==> config.mk <==
export PLATFORM = sky130hd
export DESIGN_NAME = tcu_top
export DESIGN_NICKNAME = d
export VERILOG_FILES = /design/src/shared/tcu_pkg.sv /design/src/logic/tcu_top.sv /design/src/logic/tcu_unit.sv
export SDC_FILE = /design/constraint.sdc
export NUM_CORES = 1
export LEC_CHECK = 0
export ABC_AREA = 1
export ABC_CLOCK_PERIOD_IN_PS = 2590
export BUFFER_PORTS_ARGS = -buffer_cell sky130_fd_sc_hd__buf_2
export CELL_PAD_IN_SITES_DETAIL_PLACEMENT = 1
export CELL_PAD_IN_SITES_GLOBAL_PLACEMENT = 1
export CORE_MARGIN = 3
export CORE_UTILIZATION = 39
export DETAILED_ROUTE_END_ITERATION = 6
export PLACE_DENSITY = 0.75
export SETUP_SLACK_MARGIN = 0.4
export SYNTH_ARGS = -nofsm -noshare
export SYNTH_HDL_FRONTEND = slang
export SYNTH_SLANG_ARGS = --single-unit
==> constraint.sdc <==
create_clock -name hclk -period 2.59 [get_ports hclk]
set_clock_uncertainty 0.1 [all_clocks]
set_input_delay 0.259 -clock hclk [delete_from_list [all_inputs] [get_ports hclk]]
set_output_delay 0.259 -clock hclk [all_outputs]
set_load 0.05 [all_outputs]
==> src/shared/tcu_pkg.sv <==
// constants shared by the timer/counter/pwm block
package tcu_pkg;
	localparam int NUM_UNITS = 5;
	localparam int CNT_W = 16;
	localparam int DEAD_W = 8;
	localparam int CTRL_W = 4;
	localparam logic [2:0] UNIT_LAST = 3'h4;
	// register index inside one unit (byte offset = index * 4)
	localparam logic [2:0] REG_CTRL = 3'h0;
	localparam logic [2:0] REG_PERIOD = 3'h1;
	localparam logic [2:0] REG_CMP = 3'h2;
	localparam logic [2:0] REG_DEAD = 3'h3;
	localparam logic [2:0] REG_COUNT = 3'h4;
	localparam logic [2:0] REG_CAPT = 3'h5;
	localparam logic [2:0] REG_STAT = 3'h6;
	// address fields: haddr[7:5] unit, haddr[4:2] register
	localparam int UNIT_LSB = 5;
	localparam int REG_LSB = 2;
	// control bits
	localparam int CTRL_EN = 0;
	localparam int CTRL_RELOAD = 1;
	localparam int CTRL_KILL_T = 2;
	localparam int CTRL_KILL_C = 3;
	// status bits
	localparam int STAT_HALT = 0;
	localparam int STAT_KILL = 1;
	localparam int STAT_CAP = 2;
	// reset values
	localparam logic [CTRL_W-1:0] CTRL_RST = 4'h0;
	localparam logic [CNT_W-1:0] PERIOD_RST = 16'hffff;
	localparam logic [CNT_W-1:0] CMP_RST = 16'h0000;
	localparam logic [DEAD_W-1:0] DEAD_RST = 8'h00;
	typedef enum logic [0:0] {
		BUS_IDLE = 1'b0,
		BUS_RDWAIT = 1'b1
	} tcu_bus_st_t;
endpackage
==> src/logic/tcu_top.sv <==
// five timer/counter/pwm units behind an ahb-lite register slave

// Functional notes
// - sixteen-bit counter, period set by software
// - capture event latches current count
// - at period match, halt or reload
// - compare values set pwm duty
// - true and complement with dead band
// - kill forces outputs to preset state
// - five independent units
module tcu_top
	import tcu_pkg::*;
(
	// clock and reset
	input wire logic hclk,
	input wire logic hresetn,
	// ahb-lite slave
	input wire logic hsel,
	input wire logic [31:0] haddr,
	input wire logic [1:0] htrans,
	input wire logic hwrite,
	input wire logic [2:0] hsize,
	input wire logic [31:0] hwdata,
	input wire logic hready,
	output logic hreadyout,
	output logic [31:0] hrdata,
	output logic hresp,
	// event pins
	input wire logic [NUM_UNITS-1:0] capture_pin,
	input wire logic [NUM_UNITS-1:0] kill_pin,
	// pwm pins
	output logic [NUM_UNITS-1:0] pwm_out,
	output logic [NUM_UNITS-1:0] pwm_out_n
);
	function automatic logic [2:0] unit_of(input logic [7:0] a);
		return a[UNIT_LSB +: 3];
	endfunction

	function automatic logic [2:0] reg_of(input logic [7:0] a);
		return a[REG_LSB +: 3];
	endfunction

	// pin synchronisers, stage one feeds only stage two
	logic [NUM_UNITS-1:0] cap_s1_r, cap_s2_r, cap_s3_r;
	logic [NUM_UNITS-1:0] kill_s1_r, kill_s2_r;
	logic [NUM_UNITS-1:0] cap_evt;

	always_ff @(posedge hclk or negedge hresetn) begin
		if (!hresetn) begin
			cap_s1_r <= '0;
			cap_s2_r <= '0;
			cap_s3_r <= '0;
			kill_s1_r <= '0;
			kill_s2_r <= '0;
		end else begin
			cap_s1_r <= capture_pin;
			cap_s2_r <= cap_s1_r;
			cap_s3_r <= cap_s2_r;
			kill_s1_r <= kill_pin;
			kill_s2_r <= kill_s1_r;
		end
	end

	// capture on the rising edge of the pin
	assign cap_evt = cap_s2_r & ~cap_s3_r;

	// bus state
	tcu_bus_st_t bus_st_r, bus_st_nxt;
	logic [7:0] addr_r, addr_nxt;
	logic wr_pend_r, wr_pend_nxt;
	logic hreadyout_r, hreadyout_nxt;
	logic [31:0] hrdata_r, hrdata_nxt;
	logic acc;
	logic [31:0] rd_val;

	// register state
	logic [CTRL_W-1:0] ctrl_r [NUM_UNITS];
	logic [CTRL_W-1:0] ctrl_nxt [NUM_UNITS];
	logic [CNT_W-1:0] period_r [NUM_UNITS];
	logic [CNT_W-1:0] period_nxt [NUM_UNITS];
	logic [CNT_W-1:0] cmp_r [NUM_UNITS];
	logic [CNT_W-1:0] cmp_nxt [NUM_UNITS];
	logic [DEAD_W-1:0] dead_r [NUM_UNITS];
	logic [DEAD_W-1:0] dead_nxt [NUM_UNITS];
	logic [NUM_UNITS-1:0] cap_flag_r, cap_flag_nxt;

	// unit state
	logic [CNT_W-1:0] count_w [NUM_UNITS];
	logic [CNT_W-1:0] capt_w [NUM_UNITS];
	logic [NUM_UNITS-1:0] halted_w;

	// the slave decodes only haddr[7:0]; hsel comes from the interconnect
	assign acc = hsel && htrans[1] && hready;

	// reads take one wait state so a write just before is always seen
	always_comb begin
		bus_st_nxt = bus_st_r;
		addr_nxt = addr_r;
		wr_pend_nxt = 1'b0;
		hreadyout_nxt = 1'b1;
		hrdata_nxt = hrdata_r;
		case (bus_st_r)
			BUS_IDLE: begin
				if (acc) begin
					addr_nxt = haddr[7:0];
					if (hwrite) begin
						wr_pend_nxt = 1'b1;
					end else begin
						bus_st_nxt = BUS_RDWAIT;
						hreadyout_nxt = 1'b0;
					end
				end
			end
			BUS_RDWAIT: begin
				hrdata_nxt = rd_val;
				bus_st_nxt = BUS_IDLE;
			end
			default: begin
				bus_st_nxt = BUS_IDLE;
			end
		endcase
	end

	always_ff @(posedge hclk or negedge hresetn) begin
		if (!hresetn) begin
			bus_st_r <= BUS_IDLE;
			addr_r <= 8'h00;
			wr_pend_r <= 1'b0;
			hreadyout_r <= 1'b1;
			hrdata_r <= 32'h00000000;
		end else begin
			bus_st_r <= bus_st_nxt;
			addr_r <= addr_nxt;
			wr_pend_r <= wr_pend_nxt;
			hreadyout_r <= hreadyout_nxt;
			hrdata_r <= hrdata_nxt;
		end
	end

	assign hreadyout = hreadyout_r;
	assign hrdata = hrdata_r;
	assign hresp = 1'b0;

	// read mux; unmapped units and registers read as zero
	always_comb begin
		logic [2:0] u;
		u = unit_of(addr_r);
		rd_val = 32'h00000000;
		if (u <= UNIT_LAST) begin
			case (reg_of(addr_r))
				REG_CTRL: rd_val[CTRL_W-1:0] = ctrl_r[u];
				REG_PERIOD: rd_val[CNT_W-1:0] = period_r[u];
				REG_CMP: rd_val[CNT_W-1:0] = cmp_r[u];
				REG_DEAD: rd_val[DEAD_W-1:0] = dead_r[u];
				REG_COUNT: rd_val[CNT_W-1:0] = count_w[u];
				REG_CAPT: rd_val[CNT_W-1:0] = capt_w[u];
				REG_STAT: begin
					rd_val[STAT_HALT] = halted_w[u];
					rd_val[STAT_KILL] = kill_s2_r[u];
					rd_val[STAT_CAP] = cap_flag_r[u];
				end
				default: rd_val = 32'h00000000;
			endcase
		end
	end

	// register writes land in the data phase
	always_comb begin
		logic [2:0] u;
		u = unit_of(addr_r);
		ctrl_nxt = ctrl_r;
		period_nxt = period_r;
		cmp_nxt = cmp_r;
		dead_nxt = dead_r;
		cap_flag_nxt = cap_flag_r;
		if (wr_pend_r && u <= UNIT_LAST) begin
			case (reg_of(addr_r))
				REG_CTRL: ctrl_nxt[u] = hwdata[CTRL_W-1:0];
				REG_PERIOD: period_nxt[u] = hwdata[CNT_W-1:0];
				REG_CMP: cmp_nxt[u] = hwdata[CNT_W-1:0];
				REG_DEAD: dead_nxt[u] = hwdata[DEAD_W-1:0];
				REG_STAT: begin
					if (hwdata[STAT_CAP])
						cap_flag_nxt[u] = 1'b0;
				end
				default: cap_flag_nxt = cap_flag_r;
			endcase
		end
		// a capture in the same cycle as its clear is kept
		cap_flag_nxt = cap_flag_nxt | cap_evt;
	end

	always_ff @(posedge hclk or negedge hresetn) begin
		if (!hresetn) begin
			for (int i = 0; i < NUM_UNITS; i++) begin
				ctrl_r[i] <= CTRL_RST;
				period_r[i] <= PERIOD_RST;
				cmp_r[i] <= CMP_RST;
				dead_r[i] <= DEAD_RST;
			end
			cap_flag_r <= '0;
		end else begin
			ctrl_r <= ctrl_nxt;
			period_r <= period_nxt;
			cmp_r <= cmp_nxt;
			dead_r <= dead_nxt;
			cap_flag_r <= cap_flag_nxt;
		end
	end

	// kill reaches the pins three edges after the pin moves, the cost of
	// synchronising it; the pins leave no room for an unclocked path
	genvar g;
	generate
		for (g = 0; g < NUM_UNITS; g++) begin : g_unit
			tcu_unit u_unit (
				.hclk(hclk),
				.hresetn(hresetn),
				.en_i(ctrl_r[g][CTRL_EN]),
				.reload_i(ctrl_r[g][CTRL_RELOAD]),
				.period_i(period_r[g]),
				.cmp_i(cmp_r[g]),
				.dead_i(dead_r[g]),
				.kill_true_i(ctrl_r[g][CTRL_KILL_T]),
				.kill_compl_i(ctrl_r[g][CTRL_KILL_C]),
				.cap_evt_i(cap_evt[g]),
				.kill_i(kill_s2_r[g]),
				.count_o(count_w[g]),
				.capt_o(capt_w[g]),
				.halted_o(halted_w[g]),
				.pwm_o(pwm_out[g]),
				.pwm_n_o(pwm_out_n[g])
			);
		end
	endgenerate

	// every unit forces its own pins while its synchronised kill stands
	generate
		for (g = 0; g < NUM_UNITS; g++) begin : g_kill_chk

		end
	endgenerate
endmodule // tcu_top

==> src/logic/tcu_unit.sv <==
// one timer/counter/pwm unit: counter, capture, compare, dead band, kill
module tcu_unit
	import tcu_pkg::*;
(
	// clock and reset
	input wire logic hclk,
	input wire logic hresetn,
	// configuration
	input wire logic en_i,
	input wire logic reload_i,
	input wire logic [CNT_W-1:0] period_i,
	input wire logic [CNT_W-1:0] cmp_i,
	input wire logic [DEAD_W-1:0] dead_i,
	input wire logic kill_true_i,
	input wire logic kill_compl_i,
	// synchronised events
	input wire logic cap_evt_i,
	input wire logic kill_i,
	// state
	output logic [CNT_W-1:0] count_o,
	output logic [CNT_W-1:0] capt_o,
	output logic halted_o,
	// pins
	output logic pwm_o,
	output logic pwm_n_o
);
	logic [CNT_W-1:0] count_r, count_nxt, capt_r, capt_nxt;
	logic halted_r, halted_nxt;
	logic raw_r, raw_nxt, raw_d_r;
	logic [DEAD_W-1:0] dt_r, dt_nxt;
	logic pwm_r, pwm_nxt, pwm_n_r, pwm_n_nxt;

	always_comb begin
		count_nxt = count_r;
		halted_nxt = halted_r;
		capt_nxt = capt_r;
		if (!en_i) begin
			count_nxt = '0;
			halted_nxt = 1'b0;
		end else if (!halted_r) begin
			if (count_r == period_i) begin
				if (reload_i)
					count_nxt = '0;
				else
					halted_nxt = 1'b1;
			end else begin
				count_nxt = count_r + 16'h0001;
			end
		end
		if (cap_evt_i)
			capt_nxt = count_r;
	end

	always_ff @(posedge hclk or negedge hresetn) begin
		if (!hresetn) begin
			count_r <= '0;
			halted_r <= 1'b0;
			capt_r <= '0;
		end else begin
			count_r <= count_nxt;
			halted_r <= halted_nxt;
			capt_r <= capt_nxt;
		end
	end

	// each edge of the compare signal blanks both outputs for dead_i cycles
	always_comb begin
		raw_nxt = en_i && (count_r < cmp_i);
		if (raw_r != raw_d_r)
			dt_nxt = dead_i;
		else if (dt_r != '0)
			dt_nxt = dt_r - 8'h01;
		else
			dt_nxt = '0;
		if (kill_i) begin
			pwm_nxt = kill_true_i;
			pwm_n_nxt = kill_compl_i;
		end else if (!en_i) begin
			pwm_nxt = 1'b0;
			pwm_n_nxt = 1'b0;
		end else begin
			pwm_nxt = raw_r && (dt_nxt == '0);
			pwm_n_nxt = !raw_r && (dt_nxt == '0);
		end
	end

	always_ff @(posedge hclk or negedge hresetn) begin
		if (!hresetn) begin
			raw_r <= 1'b0;
			raw_d_r <= 1'b0;
			dt_r <= '0;
			pwm_r <= 1'b0;
			pwm_n_r <= 1'b0;
		end else begin
			raw_r <= raw_nxt;
			raw_d_r <= raw_r;
			dt_r <= dt_nxt;
			pwm_r <= pwm_nxt;
			pwm_n_r <= pwm_n_nxt;
		end
	end

	assign count_o = count_r;
	assign capt_o = capt_r;
	assign halted_o = halted_r;
	assign pwm_o = pwm_r;
	assign pwm_n_o = pwm_n_r;
endmodule // tcu_unit

# == After elaboration in Yosys (flattened, before gate mapping) ==
# Cells that the tools add are included.
# totals
ff_bits,518
inputBits,84
out_inout_bits,44
elab_cells,292
# classes
addsub,10
n_lt_le_gt_ge,10
n_eq_ne,26
muxes,122
n_bitwise,7
reduce_logical,46
# op_table
operator,n
16-bit two-way mux,30
16-bit binary-select mux with 3-bit select,4
80-bit bitwise mux,2
8-bit two-way mux,13
"16-bit by 1-bit adder with 16-bit output, second input constant",5
16-bit equality test,5
16-bit < comparator,5
1-bit two-way mux,51
16-bit demux with 3-bit select,1
40-bit bitwise mux,1
8-bit logical NOT,5
8-bit nonzero test,5
"8-bit by 1-bit subtractor with 8-bit output, second input constant",5
8-bit case mux with 4 select lines,1
8-bit binary-select mux with 3-bit select,1
8-bit demux with 3-bit select,1
3-bit case mux with 7 select lines,1
20-bit bitwise mux,1
1-bit logical AND,20
4-bit case mux with 5 select lines,1
2-bit AND reduction,10
5-bit two-way mux,3
"3-bit != test, second input constant",5
4-bit binary-select mux with 3-bit select,1
other kinds (23),44

# == Longest topological paths before layout ==
# depth
word_depth,10
ltp_mapped,15
mapped_depth_nobuf,13

# == By module ==
# A second synthesis with hierarchy kept.
# hier_totals
cells_unflattened,3968
area_unflattened_um2,29435.7
# by_module_without_submodules
module,instances,cells_each,area_per_inst_um2,seq_area_each_um2
tcu_top,1,1946,14231.1,6982.9
tcu_unit (g_unit[2].u_unit ...),2,400,3052.9,1126.1
tcu_unit (g_unit[0].u_unit ...),2,400,3012.9,1126.1
tcu_unit (g_unit[4].u_unit),1,422,3072.9,1126.1

# == Worst setup path after synthesis ==
# Ideal clock, no wire load.
# synth_path
path_kind,flip-flop to flip-flop
from,register g_unit[1].u_unit.count_r[5]
to,register g_unit[1].u_unit.count_r[10]
setup_ns,0.126
arrival_time_ns,1.466
required_ns,2.364
setup_slack_ns,0.898
path_stages_with_launch,11
path_buffers,3
period_less_slack_ns,1.692
path_cell_list,dfrtp_1 buf_2 xor2_1 nor2_1 nand2_1 nor2_1 nand2_1 o21ai_2 buf_4 buf_6 o21ai_0
# synth_via
elab_chain_len,4
word_cells_on_any_way,7
cone_classes,1 x add/sub; 2 x eq/ne; 3 x mux; 1 x reduce/logical
# synth_lines
item,line_no,rtl
from (decl),tcu_unit.sv:27,"logic [CNT_W-1:0] count_r, count_nxt, capt_r, capt_nxt;"
from (signal assigned),tcu_unit.sv:60,count_r <= count_nxt;
16-bit by 1-bit adder with 16-bit output or 16-bit equality test (tied branches),"tcu_unit.sv:47, tcu_unit.sv:41",
16-bit two-way mux,tcu_unit.sv:41,if (count_r == period_i) begin
16-bit two-way mux,tcu_unit.sv:40,end else if (!halted_r) begin
16-bit two-way mux,tcu_unit.sv:37,if (!en_i) begin
# Parallel ways exist; a longest one is shown, timed or not. The select of a mux whose other input is x is not followed.
# A chain may end at the register's enable or synchronous reset.

# == Worst setup path in the final report ==
# layout_path
from,register addr_r[5]
to,register hrdata_r[3] (netlist: hrdata[3])
# layout_via
elab_chain_len,6
word_cells_on_any_way,22
cone_classes,1 x order compare; 20 x mux; 1 x bitwise
# layout_lines
item,line_no,rtl
from (decl),tcu_top.sv:69,"logic [7:0] addr_r, addr_nxt;"
from (signal assigned),tcu_top.sv:133,addr_r <= addr_nxt;
3-bit inverter with 4-bit output (not written as such),--,
16-bit binary-select mux with 3-bit select (tied with other cells),tcu_top.sv:156,REG_CAPT: rd_val[CNT_W-1:0] = capt_w[u];
16-bit two-way mux (not written as such) (tied with other cells) (2 in series),tcu_top.sv:156,
1-bit case mux with 6 select lines,tcu_top.sv:150,case (reg_of(addr_r))
16-bit two-way mux (*),tcu_top.sv:149,if (u <= UNIT_LAST) begin
to (signal assigned),tcu_top.sv:136,hrdata_r <= hrdata_nxt;
to (decl),tcu_top.sv:72,"logic [31:0] hrdata_r, hrdata_nxt;"
# Every way passes the cells marked *; elsewhere a longest branch is shown, timed or not. The select of a mux whose other input is x is not followed.

==> reports/metrics.csv <==
metric,value,unit
status,"finished, final reports clean",
Inserted Clock Buffers,58,
dpl ws,42.59,ps
Worst setup EP type,flop,
clk sink count,500,
#FFs+latches synth,500,
final worst slack,307.7,ps
RR Endpoint,hrdata[3]$_DFFE_PN0P_,
vias post-DR,26064,
Final Hold Fails,0,
WL/cell,22.34,um
"commonest non-fill, non-tap cell in the layout",nand2_1,
Crit Path Max Fanout,8,
core area,70640,um2
CTS tree,yes,
"commonest cells after routing, fill and taps aside","nand2_1, dfrtp_1, o21ai_0",
layout cell share with drive strength beyond 1,13.08,%
crit path DAT,2690,ps
vias per std cell,5.413,
DRC errors left,0,
initial antenna violation count,0,
critical path class,flop to flop,
placed insts,4635,
RSZ-0062 raised after global routing,yes,
Worst Setup SP,addr_r[5]$_DFFE_PN0P_,
worst skew pair latency,630,ps
peak supply drop,0.4952,mV
clk buf depth,3,
Post-DP HPWL,77.43,mm
GP Congestion,0.8985,
worst min path class,primary input to async pin,
final net count,4000,
length of the first detailed-routing pass in iterations,7,
Setup crit end,hrdata[3]$_DFFE_PN0P_,
count of cell types in the netlist,43,
Final Cycle Share,88.12,%
"Async S/R FF share, synth",100.0,%
total number of yosys warnings,0,
root buffer cell,clkbuf_16,
"Reg clk slew, reported paths",60,ps
setup TNS,0,ps
Post-synth EDFFs,0,
IO Count,128,
register area share after synthesis,44.91,%
first-pass GRT wire length,160.2,mm
max-slew violation count,0,
Power Density,805.9,nW/um2
worst slew pin tran,884.9,ps
Die Ht,274.4,um
Worst setup SP type,flop,
H-tree Lvls,2,
FMAX,0.4381,GHz
final setup fails,0,
Lkg Pwr,16.66,nW
worst hold slack,93.21,ps
die area,75270,um2
global-route usage over all layers,27.96,%
FF-to-FF Start,addr_r[5]$_DFFE_PN0P_,
max-cap viol count,0,
largest net degree at the start of global routing,68,
gr ovfl total,0,
post-route ant nets,0,
Worst EP required,3000,ps
row cnt,97,
"setup slack, reg-to-reg",310,ps
crit path time final,2282,ps
cells on worst reg2reg path,11,
"Avg Cell Area, Syn",7.589,um2
Ant. Diodes,0,
post-route insts no fill,4815,
Cells after Synth,3701,
Total Wirelength,107.6,mm
vias in the first global route,26781,
DR iter-0 viols,1969,
Chip Width,274.4,um
Area Growth Syn to Fin,17.02,%
Mapped Area,28090,um2
Slew HR,40.94,%
Most used DFF post-synth,dfrtp_1,
Starting Density,39.76,%
PortBufs,64,
Filler Cells Inserted,8716,
==> layout make-up <==
class	instances	area (um2)	area share [%]
inverter	395	1515	4.610
sequential	500	12630	38.43
timing repair buffer	252	2351	7.153
tap	940	1176	3.579
multi-input combinational	2619	13160	40.04
clock buffer	85	1754	5.337
clock inverter	24	277.8	0.8451
==> Yosys cell counts, types with 8 or more instances <==
| cell type | number | area (um2) |
|---|---|---|
| nand2_1 | 1088 | 4084 |
| dfrtp_1 | 419 | 10490 |
| o21ai_0 | 415 | 2077 |
| inv_1 | 383 | 1438 |
| nor2_1 | 345 | 1295 |
| xor2_1 | 121 | 1060 |
| nand3_1 | 108 | 540.5 |
| a21oi_1 | 93 | 465.5 |
| ha_1 | 90 | 1126 |
| dfstp_2 | 81 | 2128 |
| buf_2 | 75 | 375.4 |
| nand4_1 | 71 | 444.2 |
| clkbuf_1 | 69 | 259.0 |
| o21ai_1 | 51 | 255.2 |
| o211ai_1 | 48 | 360.4 |
| buf_4 | 42 | 315.3 |
| nand3b_1 | 37 | 277.8 |
| nor3_1 | 36 | 180.2 |
| a31oi_1 | 21 | 131.4 |
| o22ai_1 | 21 | 131.4 |
| inv_2 | 11 | 41.29 |
| clkbuf_2 | 8 | 40.04 |
==> state kept, by name, summed over array words and instances, names as in the netlist, 6 cells and up <==
signal	cells
dead_r	40
g_unit.u_unit.count_o	80
cmp_r	80
g_unit.u_unit.dt_r	40
period_r	80
addr_r	6
hrdata	16
g_unit.u_unit.capt_o	80
ctrl_r	20
==> power by group <==
group | switching [W] | internal, W | total [W]
Combinational | 0.00485 | 0.00258 | 0.00743
Sequential | 0.00131 | 0.00894 | 0.0102
Clock | 0.00354 | 0.00527 | 0.00881
Total | 0.00971 | 0.0168 | 0.0265
==> kinds of logic after synthesis <==
kind of cell               Yosys count  synth area share (%)
other                                1               0.01335
AOI/OAI and AO/OA                  665                 12.66
xor gates and xnor gates           128                 3.991
and+or+nand+nor                   1713                 25.10
buffers and inverters              599                 9.123
muxes                                5                0.2004
adders and majority gates           90                 4.009
DFF                                500                 44.91
==> how the worst min path moves through the flow <==
stage | startpoint | end | slack, ps | cells past startpoint
global route | hresetn | g_unit[1].u_unit.count_o[11]$_DFFE_PN0P_ | 130 | 2
floorplan | hresetn | addr_r[2]$_DFFE_PN0P_ | -140 | 0
CTS | hresetn | g_unit[1].u_unit.count_o[11]$_DFFE_PN0P_ | 70 | 2
detailed placement | hresetn | cap_s1_r[1]$_DFF_PN0_ | 150 | 1
global placement | hresetn | cap_s1_r[1]$_DFF_PN0_ | 140 | 1
finish | hresetn | g_unit[1].u_unit.count_o[11]$_DFFE_PN0P_ | 90 | 2
==> routing by layer <==
| layer | up-vias | routed length, um | track usage, % |
|---|---|---|---|
| met5 | - | 0 | 0 |
| met4 | 0 | 5803 | 13.15 |
| met3 | 251 | 5320 | 3.115 |
| met2 | 741 | 50610 | 47.11 |
| met1 | 12986 | 45840 | 35.96 |
| li1 | 12086 | - | - |
==> through the flow <==
stage / util (%) / power (W) / cell area [um2]
2_1_floorplan: - / 0.01462 / 28150
3_3_place_gp: 42.01 / 0.01691 / 29670
3_5_place_dp: 42.01 / 0.01718 / 29670
4_1_cts: 45.60 / 0.02618 / 32210
5_1_grt: 46.53 / 0.02796 / 32870
6_report: 46.53 / 0.02649 / 32870
==> timing repair <==
item / in CTS / in global routing
buffers inserted: 8 / 17
gates cloned: 2 / 10
resized for setup: 23 / 85
pin swaps: 3 / 36
hold endpoints to repair: 361 / 0
endpoints found under the setup margin: 186 / 141
hold buffers: 34 / 0
==> worst max-delay path, stage by stage (launching register included) <==
cell and delay (ps):
dfrtp_4 580, buf_6 160, nand3_4 100, buf_12 150, clkbuf_16 160, nor2_1 50
nor2_1 260, a31oi_1 180, nor2_2 170, nand2_1 80, nand2_2 110, nand2_1 60
(Power assumes the default switching activity.)
